**src/verilog/pch_pkg.sv**
```systemverilog
// Constants shared by the configuration header register files
package pch_pkg;
   localparam int          IDX_W        = 6;
   localparam logic [7:0]  OFS_CMD      = 8'h04;
   localparam logic [7:0]  OFS_CLASS    = 8'h09;
   localparam logic [7:0]  OFS_CAP_HEAD = 8'h34;
   localparam logic [7:0]  OFS_CAP_TYPE = 8'h50;
   localparam logic [7:0]  CAP_TYPE_VAL = 8'h01;
   localparam logic [23:0] CLASS_VAL    = 24'h020000;
   localparam logic [15:0] CMD_RESET    = 16'h0000;
   localparam logic [15:0] CMD_MASK     = 16'h0157;
   localparam logic [1:0]  SEL_SPEED    = 2'h1;
   localparam int          CMD_IO       = 0;
   localparam int          CMD_MEM      = 1;
   localparam int          CMD_MST      = 2;
   localparam int          CMD_MWI      = 4;
   localparam int          CMD_PAR      = 6;
   localparam int          CMD_SERR     = 8;
   localparam int          ST_CAP       = 4;
   localparam int          ST_66        = 5;
   localparam int          ST_B2B       = 7;
   localparam int          ST_SEL       = 9;
   localparam int          EVT_N        = 6;
   localparam int          EV_MPAR      = 0;
   localparam int          EV_TA_SENT   = 1;
   localparam int          EV_TA_SEEN   = 2;
   localparam int          EV_MA_SEEN   = 3;
   localparam int          EV_SERR      = 4;
   localparam int          EV_PERR      = 5;
   localparam int          EV_POS [EVT_N] = '{8, 11, 12, 13, 14, 15};
endpackage : pch_pkg

```
**src/verilog/pch_evt_if.sv**
```systemverilog
// Event set, clear and flag bundle between register file and flags
`timescale 1ns/10ps
interface pch_evt_if #(parameter int N = 6);
   logic [N-1:0] set;
   logic [N-1:0] clr;
   logic [N-1:0] flag;
   modport owner (input set, input clr, output flag);
   modport user  (output set, output clr, input flag);
endinterface : pch_evt_if

```
**src/verilog/pch_cfg_regs.sv**
```systemverilog
// Command, status, class code and capability configuration registers
`timescale 1ns/10ps
module pch_cfg_regs #(
   parameter bit B2B_SUPPORT = 1'b0
) (
   input  wire logic                        CORE_CLK_I,
   input  wire logic                        NRST_I,
   input  wire logic                        CE_I,
   input  wire logic                        CFG_SEL_I,
   input  wire logic                        CFG_WR_I,
   input  wire logic [pch_pkg::IDX_W+1:2]   CFG_ADDR_I,
   input  wire logic [3:0]                  CFG_BE_I,
   input  wire logic [31:0]                 CFG_WDATA_I,
   input  wire logic                        PM_D0_I,
   input  wire logic                        ROM_WINDOW_ENABLE_I,
   input  wire logic                        MST_ACTIVE_I,
   input  wire logic                        PERR_N_I,
   input  wire logic                        TGT_ABORT_SENT_I,
   input  wire logic                        MST_TGT_ABORT_I,
   input  wire logic                        MST_MASTER_ABORT_I,
   input  wire logic                        PAR_ERR_DET_I,
   input  wire logic                        SERR_REQ_I,
   output logic      [31:0]                 CFG_RDATA_O,
   output logic                             CFG_ACK_O,
   output logic                             IO_DECODE_ENABLE_O,
   output logic                             MEM_DECODE_ENABLE_O,
   output logic                             ROM_DECODE_ENABLE_O,
   output logic                             MASTER_INITIATE_ENABLE_O,
   output logic                             WRITE_INVALIDATE_PERMIT_O,
   output logic                             PARITY_REPORT_O,
   output logic                             SYSERR_DRIVE_O
);
   import pch_pkg::*;

   logic [15:0]       cmd;
   logic [15:0]       next_cmd;
   logic              perr_n_seen;
   wire  [15:0]       stat_word;
   wire  [31:0]       rd_word;
   wire  [IDX_W-1:0]  idx;
   wire               hit_cmd;
   wire               hit_class;
   wire               hit_head;
   wire               hit_type;
   wire               cfg_wr;
   wire               cfg_rd;
   wire               wr_cmd;
   wire               perr_seen;

   pch_evt_if #(.N(EVT_N)) evt ();

   pch_pin_sync #(
      .W       (1),
      .RST_VAL (1'b1)
   ) u_perr_sync (
      .clk_i   (CORE_CLK_I),
      .rst_n_i (NRST_I),
      .ce_i    (CE_I),
      .pin_i   (PERR_N_I),
      .val_o   (perr_n_seen)
   );

   pch_evt_flags u_flags (
      .clk_i   (CORE_CLK_I),
      .rst_n_i (NRST_I),
      .ce_i    (CE_I),
      .ev      (evt.owner)
   );

   // Address decode
   assign idx       = CFG_ADDR_I;
   assign hit_cmd   = (idx == OFS_CMD[IDX_W+1:2]);
   assign hit_class = (idx == OFS_CLASS[IDX_W+1:2]);
   assign hit_head  = (idx == OFS_CAP_HEAD[IDX_W+1:2]);
   assign hit_type  = (idx == OFS_CAP_TYPE[IDX_W+1:2]);
   assign cfg_wr    = CFG_SEL_I & CFG_WR_I;
   assign cfg_rd    = CFG_SEL_I & ~CFG_WR_I;
   assign wr_cmd    = cfg_wr & hit_cmd;
   assign perr_seen = ~perr_n_seen;

   // Reserved command bits are masked off before storage
   assign next_cmd[7:0]  = CFG_BE_I[0] ?
                           (CFG_WDATA_I[7:0] & CMD_MASK[7:0]) :
                           cmd[7:0];
   assign next_cmd[15:8] = CFG_BE_I[1] ?
                           (CFG_WDATA_I[15:8] & CMD_MASK[15:8]) :
                           cmd[15:8];

   // Status word
   assign stat_word[3:0]          = 4'h0;
   assign stat_word[ST_CAP]       = 1'b1;
   assign stat_word[ST_66]        = 1'b1;
   assign stat_word[6]            = 1'b0;
   assign stat_word[ST_B2B]       = B2B_SUPPORT;
   assign stat_word[ST_SEL+1:ST_SEL] = SEL_SPEED;

   for (genvar i = 0; i < EVT_N; i++) begin : g_evt
      assign stat_word[EV_POS[i]] = evt.flag[i];
      assign evt.clr[i] = wr_cmd & CFG_BE_I[3] &
                          CFG_WDATA_I[16+EV_POS[i]];
   end

   // Event sources
   assign evt.set[EV_MPAR]    = MST_ACTIVE_I & perr_seen &
                                cmd[CMD_PAR];
   assign evt.set[EV_TA_SENT] = TGT_ABORT_SENT_I;
   assign evt.set[EV_TA_SEEN] = MST_TGT_ABORT_I;
   assign evt.set[EV_MA_SEEN] = MST_MASTER_ABORT_I;
   assign evt.set[EV_SERR]    = SYSERR_DRIVE_O;
   assign evt.set[EV_PERR]    = PAR_ERR_DET_I;

   // Read mux; anything not decoded reads zero
   assign rd_word = hit_cmd   ? {stat_word, cmd} :
                    hit_class ? {CLASS_VAL, 8'h00} :
                    hit_head  ? {24'h000000, OFS_CAP_TYPE} :
                    hit_type  ? {24'h000000, CAP_TYPE_VAL} :
                    32'h00000000;

   always_ff @(posedge CORE_CLK_I) begin
      if (!NRST_I) begin
         cmd <= CMD_RESET;
      end else if (CE_I && wr_cmd) begin
         cmd <= next_cmd;
      end
   end

   always_ff @(posedge CORE_CLK_I) begin
      if (!NRST_I) begin
         CFG_RDATA_O <= 32'h00000000;
         CFG_ACK_O   <= 1'b0;
      end else if (CE_I) begin
         CFG_ACK_O   <= CFG_SEL_I;
         CFG_RDATA_O <= cfg_rd ? rd_word : 32'h00000000;
      end
   end

   // Every enable drops out while command is zero
   always_ff @(posedge CORE_CLK_I) begin
      if (!NRST_I) begin
         IO_DECODE_ENABLE_O        <= 1'b0;
         MEM_DECODE_ENABLE_O       <= 1'b0;
         ROM_DECODE_ENABLE_O       <= 1'b0;
         MASTER_INITIATE_ENABLE_O  <= 1'b0;
         WRITE_INVALIDATE_PERMIT_O <= 1'b0;
      end else if (CE_I) begin
         IO_DECODE_ENABLE_O        <= cmd[CMD_IO] & PM_D0_I;
         MEM_DECODE_ENABLE_O       <= cmd[CMD_MEM] & PM_D0_I;
         ROM_DECODE_ENABLE_O       <= cmd[CMD_MEM] & ROM_WINDOW_ENABLE_I &
                                      PM_D0_I;
         MASTER_INITIATE_ENABLE_O  <= cmd[CMD_MST] & PM_D0_I;
         WRITE_INVALIDATE_PERMIT_O <= cmd[CMD_MWI];
      end
   end

   // Error outputs are gated so a disabled path stays quiet
   always_ff @(posedge CORE_CLK_I) begin
      if (!NRST_I) begin
         PARITY_REPORT_O <= 1'b0;
         SYSERR_DRIVE_O  <= 1'b0;
      end else if (CE_I) begin
         PARITY_REPORT_O <= PAR_ERR_DET_I & cmd[CMD_PAR];
         SYSERR_DRIVE_O  <= SERR_REQ_I & cmd[CMD_SERR];
      end
   end
endmodule : pch_cfg_regs

```
**src/verilog/pch_pin_sync.sv**
```systemverilog
// Three-stage pin synchroniser with agreement filter
`timescale 1ns/10ps
module pch_pin_sync #(
   parameter int         W       = 1,
   parameter logic [0:0] RST_VAL = 1'b1
) (
   input  wire logic         clk_i,
   input  wire logic         rst_n_i,
   input  wire logic         ce_i,
   input  wire logic [W-1:0] pin_i,
   output logic      [W-1:0] val_o
);
   logic [W-1:0] s1;
   logic [W-1:0] s2;
   logic [W-1:0] s3;

   // Refuse a width the per-bit loop cannot build
   if (W < 1) begin : g_bad_w
      $error("pch_pin_sync: W must be at least 1");
   end

   for (genvar i = 0; i < W; i++) begin : g_bit
      always_ff @(posedge clk_i) begin
         if (!rst_n_i) begin
            s1[i]    <= RST_VAL[0];
            s2[i]    <= RST_VAL[0];
            s3[i]    <= RST_VAL[0];
            val_o[i] <= RST_VAL[0];
         end else if (ce_i) begin
            s1[i] <= pin_i[i];
            s2[i] <= s1[i];
            s3[i] <= s2[i];
            // Only second and third stages judge the change
            if (s2[i] == s3[i]) begin
               val_o[i] <= s3[i];
            end
         end
      end
   end
endmodule : pch_pin_sync

```
**src/verilog/pch_evt_flags.sv**
```systemverilog
// Sticky event flags, cleared by written ones
`timescale 1ns/10ps
module pch_evt_flags (
   input  wire logic clk_i,
   input  wire logic rst_n_i,
   input  wire logic ce_i,
   pch_evt_if.owner  ev
);
   for (genvar i = 0; i < $bits(ev.flag); i++) begin : g_flag
      always_ff @(posedge clk_i) begin
         if (!rst_n_i) begin
            ev.flag[i] <= 1'b0;
         end else if (ce_i) begin
            // Set beats a clear in the same cycle
            ev.flag[i] <= ev.set[i] | (ev.flag[i] & ~ev.clr[i]);
         end
      end
   end
endmodule : pch_evt_flags

```
**config.mk**
```make
export PLATFORM = sky130hd
export DESIGN_NAME = pch_cfg_regs
export DESIGN_NICKNAME = d
export VERILOG_FILES = /design/src/verilog/pch_pkg.sv /design/src/verilog/pch_evt_if.sv /design/src/verilog/pch_cfg_regs.sv /design/src/verilog/pch_pin_sync.sv /design/src/verilog/pch_evt_flags.sv
export SDC_FILE = /design/constraint.sdc
export NUM_CORES = 1
export LEC_CHECK = 0
export ABC_AREA = 1
export BUFFER_PORTS_ARGS = -buffer_cell sky130_fd_sc_hd__buf_2
export CAP_MARGIN = 20
export CELL_PAD_IN_SITES_DETAIL_PLACEMENT = 1
export CELL_PAD_IN_SITES_GLOBAL_PLACEMENT = 2
export CORE_ASPECT_RATIO = 0.8
export CORE_MARGIN = 3
export CORE_UTILIZATION = 24
export DETAILED_ROUTE_END_ITERATION = 10
export PLACE_DENSITY = 0.95
export SLEW_MARGIN = 15
export SYNTH_ARGS = -nofsm -noshare
export SYNTH_HDL_FRONTEND = slang
export SYNTH_SLANG_ARGS = --single-unit
```
**constraint.sdc**
```tcl
create_clock -name CORE_CLK_I -period 1.88 [get_ports CORE_CLK_I]
set_clock_uncertainty 0.2 [all_clocks]
set_input_delay 0.188 -clock CORE_CLK_I [delete_from_list [all_inputs] [get_ports CORE_CLK_I]]
set_output_delay 0.188 -clock CORE_CLK_I [all_outputs]
set_load 0.02 [all_outputs]
```
Word level (Yosys, flattened, before mapping) --
Index checks and enable logic that the tools add are counted.
Word-level totals: output and inout port bits 40, memories kept 0, register bits 56, logic and storage cells 74, bits in read-only memories 0, latch bits 0, memory bits (writable) 0
Operators by class: bitwise logic cells 39, eq/ne operators 5, add/sub/neg operators 0, divide/modulo/power cells 0, reduce and logical (&&, ||, !) cells 4, muxes and demuxes 5, multipliers 0, shift operators 0, magnitude comparators 0
Operators by type and width (number):
- $mux W32 | 2
- $mux W26 | 1
- $and A1 B1 Y1 | 25
- $not A1 Y1 | 8
- $mux W7 | 1
- $eq A6 B1 Y1 const B | 1
- $eq A6 B2 Y1 const B | 1
- $eq A6 B4 Y1 const B | 1
- $eq A6 B5 Y1 const B | 1
- $or A1 B1 Y1 | 6
- $reduce_and A2 Y1 | 3
- $eq A1 B1 Y1 | 1
- $logic_and A1 B1 Y1 | 1
- $mux W1 | 1

Longest topological paths before layout --
word-level depth 7, gate-level depth with buffers 7

By module --
Synthesis repeated with hierarchy kept, for this count alone.
Unflattened totals: cell total of the unflattened synthesis 260, area total of the unflattened synthesis 1821.7 µm²
Modules (own cells, without submodules):
- pch_cfg_regs | cells an instance 208, seq. area each 560.5 µm², area an instance 1438.9 µm², times used 1
- pch_evt_flags | cells an instance 32, seq. area each 120.1 µm², area an instance 232.7 µm², times used 1
- pch_pin_sync | cells an instance 20, seq. area each 80.1 µm², area an instance 150.1 µm², times used 1

Least setup slack after synthesis --
OpenSTA, ideal clock, no wires.
path type input to register, from input port CE_I, to register cmd[0], stages on the path 6, slack 0.726 ns, setup time 0.113 ns, required time 1.567 ns, buffers on the path 1, data arrival time 0.841 ns, cells stage by stage buf_6 -> nand2_1 -> nor2_4 -> nand3_4 -> nor2_1 -> nor2_1
Between the ends: longest elaborated chain between the ends 2
Ends and longest elaborated chain:
- start, declared | RTL line pch_cfg_regs.sv:8 | input wire logic CE_I,
- $logic_and A1 B1 Y1 | RTL line pch_cfg_regs.sv:122 | end else if (CE_I && wr_cmd) begin
- $reduce_and A2 Y1 (no source line)
- end signal, assigned | RTL line pch_cfg_regs.sv:123 | cmd <= next_cmd;
- end, declared | RTL line pch_cfg_regs.sv:35 | logic [15:0] cmd;
No other way between the ends. A chain may end at the register's enable or synchronous reset.

Final worst setup path --
from register SYSERR_DRIVE_O, to output port SYSERR_DRIVE_O
RTL lines:
- start, declared | RTL line pch_cfg_regs.sv:31 | output logic SYSERR_DRIVE_O
- start signal, assigned | RTL line pch_cfg_regs.sv:162 | SYSERR_DRIVE_O <= SERR_REQ_I & cmd[CMD_SERR];
No word-level cell between the ends.

==> out/qor.csv <==
stage;metric;value;unit
global_routing;grt_pass1_wl;7.60;mm
placed_design;place_ws;0.382;ns
placed_design;gp_routability_congestion;0.771;
yosys;synthCells;238;
clocking;clkLatencyLatePin;0.29;ns
floorplan;initial_core_util;0.250;
sta;finalHoldViolCount;0;
placed_design;port_buffers;57;
sta;rsz0062_at_grt;no;
yosys;yosysTopAreaCell;dfxtp_1;
routing;first_pass_iters;4;
clocking;cts_sinks;38;
global_routing;antenna_found_initial;0;
pwr;ir_drop;0.000304;V
worst_hold_path;min_path_type;input port to register;
yosys;yosys_warnings;0;
routing;first_iter_violations;81;
worst_setup_path;critPathTopFamily;flip-flops;
global_routing;grt_use_total;0.118;
finish;layout_common_cells;nand2_1 (73), buf_2 (57), dfxtp_1 (38);
pwr;leakagePower;1.14;nW
sta;fin_crit_sh;0.645;
routing;vias;1686;
clocking;holdBufCountCts;15;
worst_setup_path;slowest_delay;0.35;ns
finish;synthToLayoutAreaGrowth;34.1;%
global_routing;grt_pass1_vias;1562;
worst_setup_path;crit_type;register to primary output;
floorplan;die-area;0.00837;mm²
finish;reg_top3;CFG_RDATA_O: 14 flops, cmd: 6 flops, u_flags.ev.flag: 6 flops;
clocking;cts_tree;built;
finish;multi_input_area;808;µm²
sta;tightest_slew;0.782;ns
sta;slew_viol_final;0;
yosys;ys_seq_area_frac;0.434;
worst_setup_path;slowest_stage;dfxtp_1;
worst_setup_path;path_buf_inv;1;
placed_design;dp_hpwl;3.85;mm
routing;drc;0;
placed_design;dpl.cell_count;376;
sta;holdWs;0.0297;ns
clocking;clock_path_buffers;2;
finish;nets;367;
clocking;path_clk_slew;0.08;ns
yosys;synthDistinctLibCells;25;
sta;setup_ws;0.667;ns
finish;regMostFlops;CFG_RDATA_O;
yosys;yosysTopAreaCellShare;0.434;
worst_setup_path;crit_arrival;0.83;ns
floorplan;num_io_pins;96;
floorplan;die_x;102;µm
finish;largest_reg_flops;14;
global_routing;grt_start_max_net_pins;26;
clocking;cts_repair_resize_count;0;
yosys;mappedNetlistArea;0.00175;mm²
finish;final_cell_count_no_fill;399;
clocking;cts_root_buf;clkbuf_8;
floorplan;core_area;0.00699;mm²
sta;tns;0;ns
sta;finalSetupViolCount;0;
worst_setup_path;start_kind;register;
floorplan;die_h;82.4;µm
sta;max_freq;0.824;GHz
pwr;p_per_area;805;mW/mm²
floorplan;std_cell_rows;27;
yosys;syn_avg_cell_area;7.36;µm²
worst_setup_path;worstPathRequired;1.49;ns
finish;finalInstanceArea;0.00235;mm²
run_status;outcome;finished clean;
clocking;htree_levels;2;
worst_setup_path;crit_path_end_kind;primary output;
placed_design;place_area;0.00206;mm²
yosys;synthTopCellsByArea;dfxtp_1 (43%), nand2_1 (16%), a21oi_1 (7.7%);
routing;wl;5.00;mm
routing;viasPerCell;4.23;
yosys;ys_ff_latch;38;
routing;avgRoutedWirePerCell;12.5;µm
finish;seq_area;761;µm²
finish;n_fill_cell;886;
job;drv_cap;0;
clocking;cts_setup_buffers;0;
global_routing;grt-ovfl-total;0;
worst_setup_path;crit_path_cell_trace;buf_2;
finish;drive_gt1_frac;0.253;
finish;final_common_cell;nand2_1;
clocking;numCtsBuffers;5;
routing;ant_nets;0;
sta;relSlewSlack;0.478;
sta;period_minus_slack;1.21;ns
worst_setup_path;path_max_fanout;3;
finish;diodes;0;
-- synth_stat cells --
library cell and instances:
dfxtp_1 38, o21ai_0 3, buf_6 1, nand3_4 2, nor2_4 2, nand4_1 1
a21oi_1 27, nand2_4 1, nor2_1 18, clkbuf_1 4, nor2_8 1, xnor2_1 1
buf_4 18, nor3_1 2, conb_1 1, nor2_2 1, nor3_4 1, o211ai_1 1
nand2_1 73, a21boi_0 1, inv_1 17, nand3_1 19, nand2_2 1, inv_2 2
buf_2 2
-- final timing paths --
check | endpoint | depth (start not counted) | slack [ns] | from
worst max register to register | u_flags.ev.flag[0] | 4 | 0.84 | cmd[6]
worst max-delay path | SYSERR_DRIVE_O | 1 | 0.67 | SYSERR_DRIVE_O
worst min register to register | CFG_RDATA_O[31] | 2 | 0.26 | CFG_RDATA_O[31]
worst min-delay path | u_perr_sync.s2 | 2 | 0.03 | NRST_I
-- power by group --
part           total (W)  internal [W]  leakage [nW]  switching, W
Sequential      0.000829      0.000820         0.308    0.00000978
Combinational   0.000197     0.0000733         0.760      0.000124
Clock           0.000865      0.000566        0.0714      0.000299
Total            0.00189       0.00146          1.14      0.000432
-- layout make-up --
class / count / share of cell area
multi-input combinational: 172 / 0.344
tap: 87 / 0.0463
sequential: 38 / 0.324
clock buffer: 6 / 0.0351
timing repair buffer: 75 / 0.195
inverter: 19 / 0.0304
clock inverter: 2 / 0.0256
-- worst reg2reg max path, stage by stage, from the launching register on --
cell,delay [ns]
dfxtp_1,0.34
inv_1,0.08
nor3_1,0.14
nand2_1,0.07
a21oi_1,0.14
-- through the flow --
step	total power, W	utilization
CTS	0.00192	0.336
global route	0.00198	0.336
floorplan	0.000977	-
global placement	0.00102	0.294
finish	0.00189	0.336
detailed placement	0.00102	0.294
-- cells by family (layout without fill, tap and decap cells) --
logic type	count (synthesis)	after routing	share of synthesized area
simple gates	122	122	0.326
buf+inv	44	102	0.139
flops	38	38	0.434
compound gates	32	32	0.0943
other cells	1	17	0.00214
xor+xnor	1	1	0.00500
-- routing by layer --
metal / part of all wire / global-route usage
met5: 0 / 0
met4: 0.013 / 0.0359
met3: 0.055 / 0.0386
met2: 0.47 / 0.193
met1: 0.46 / 0.149
No activity file was read; power rests on OpenSTA's default activity.
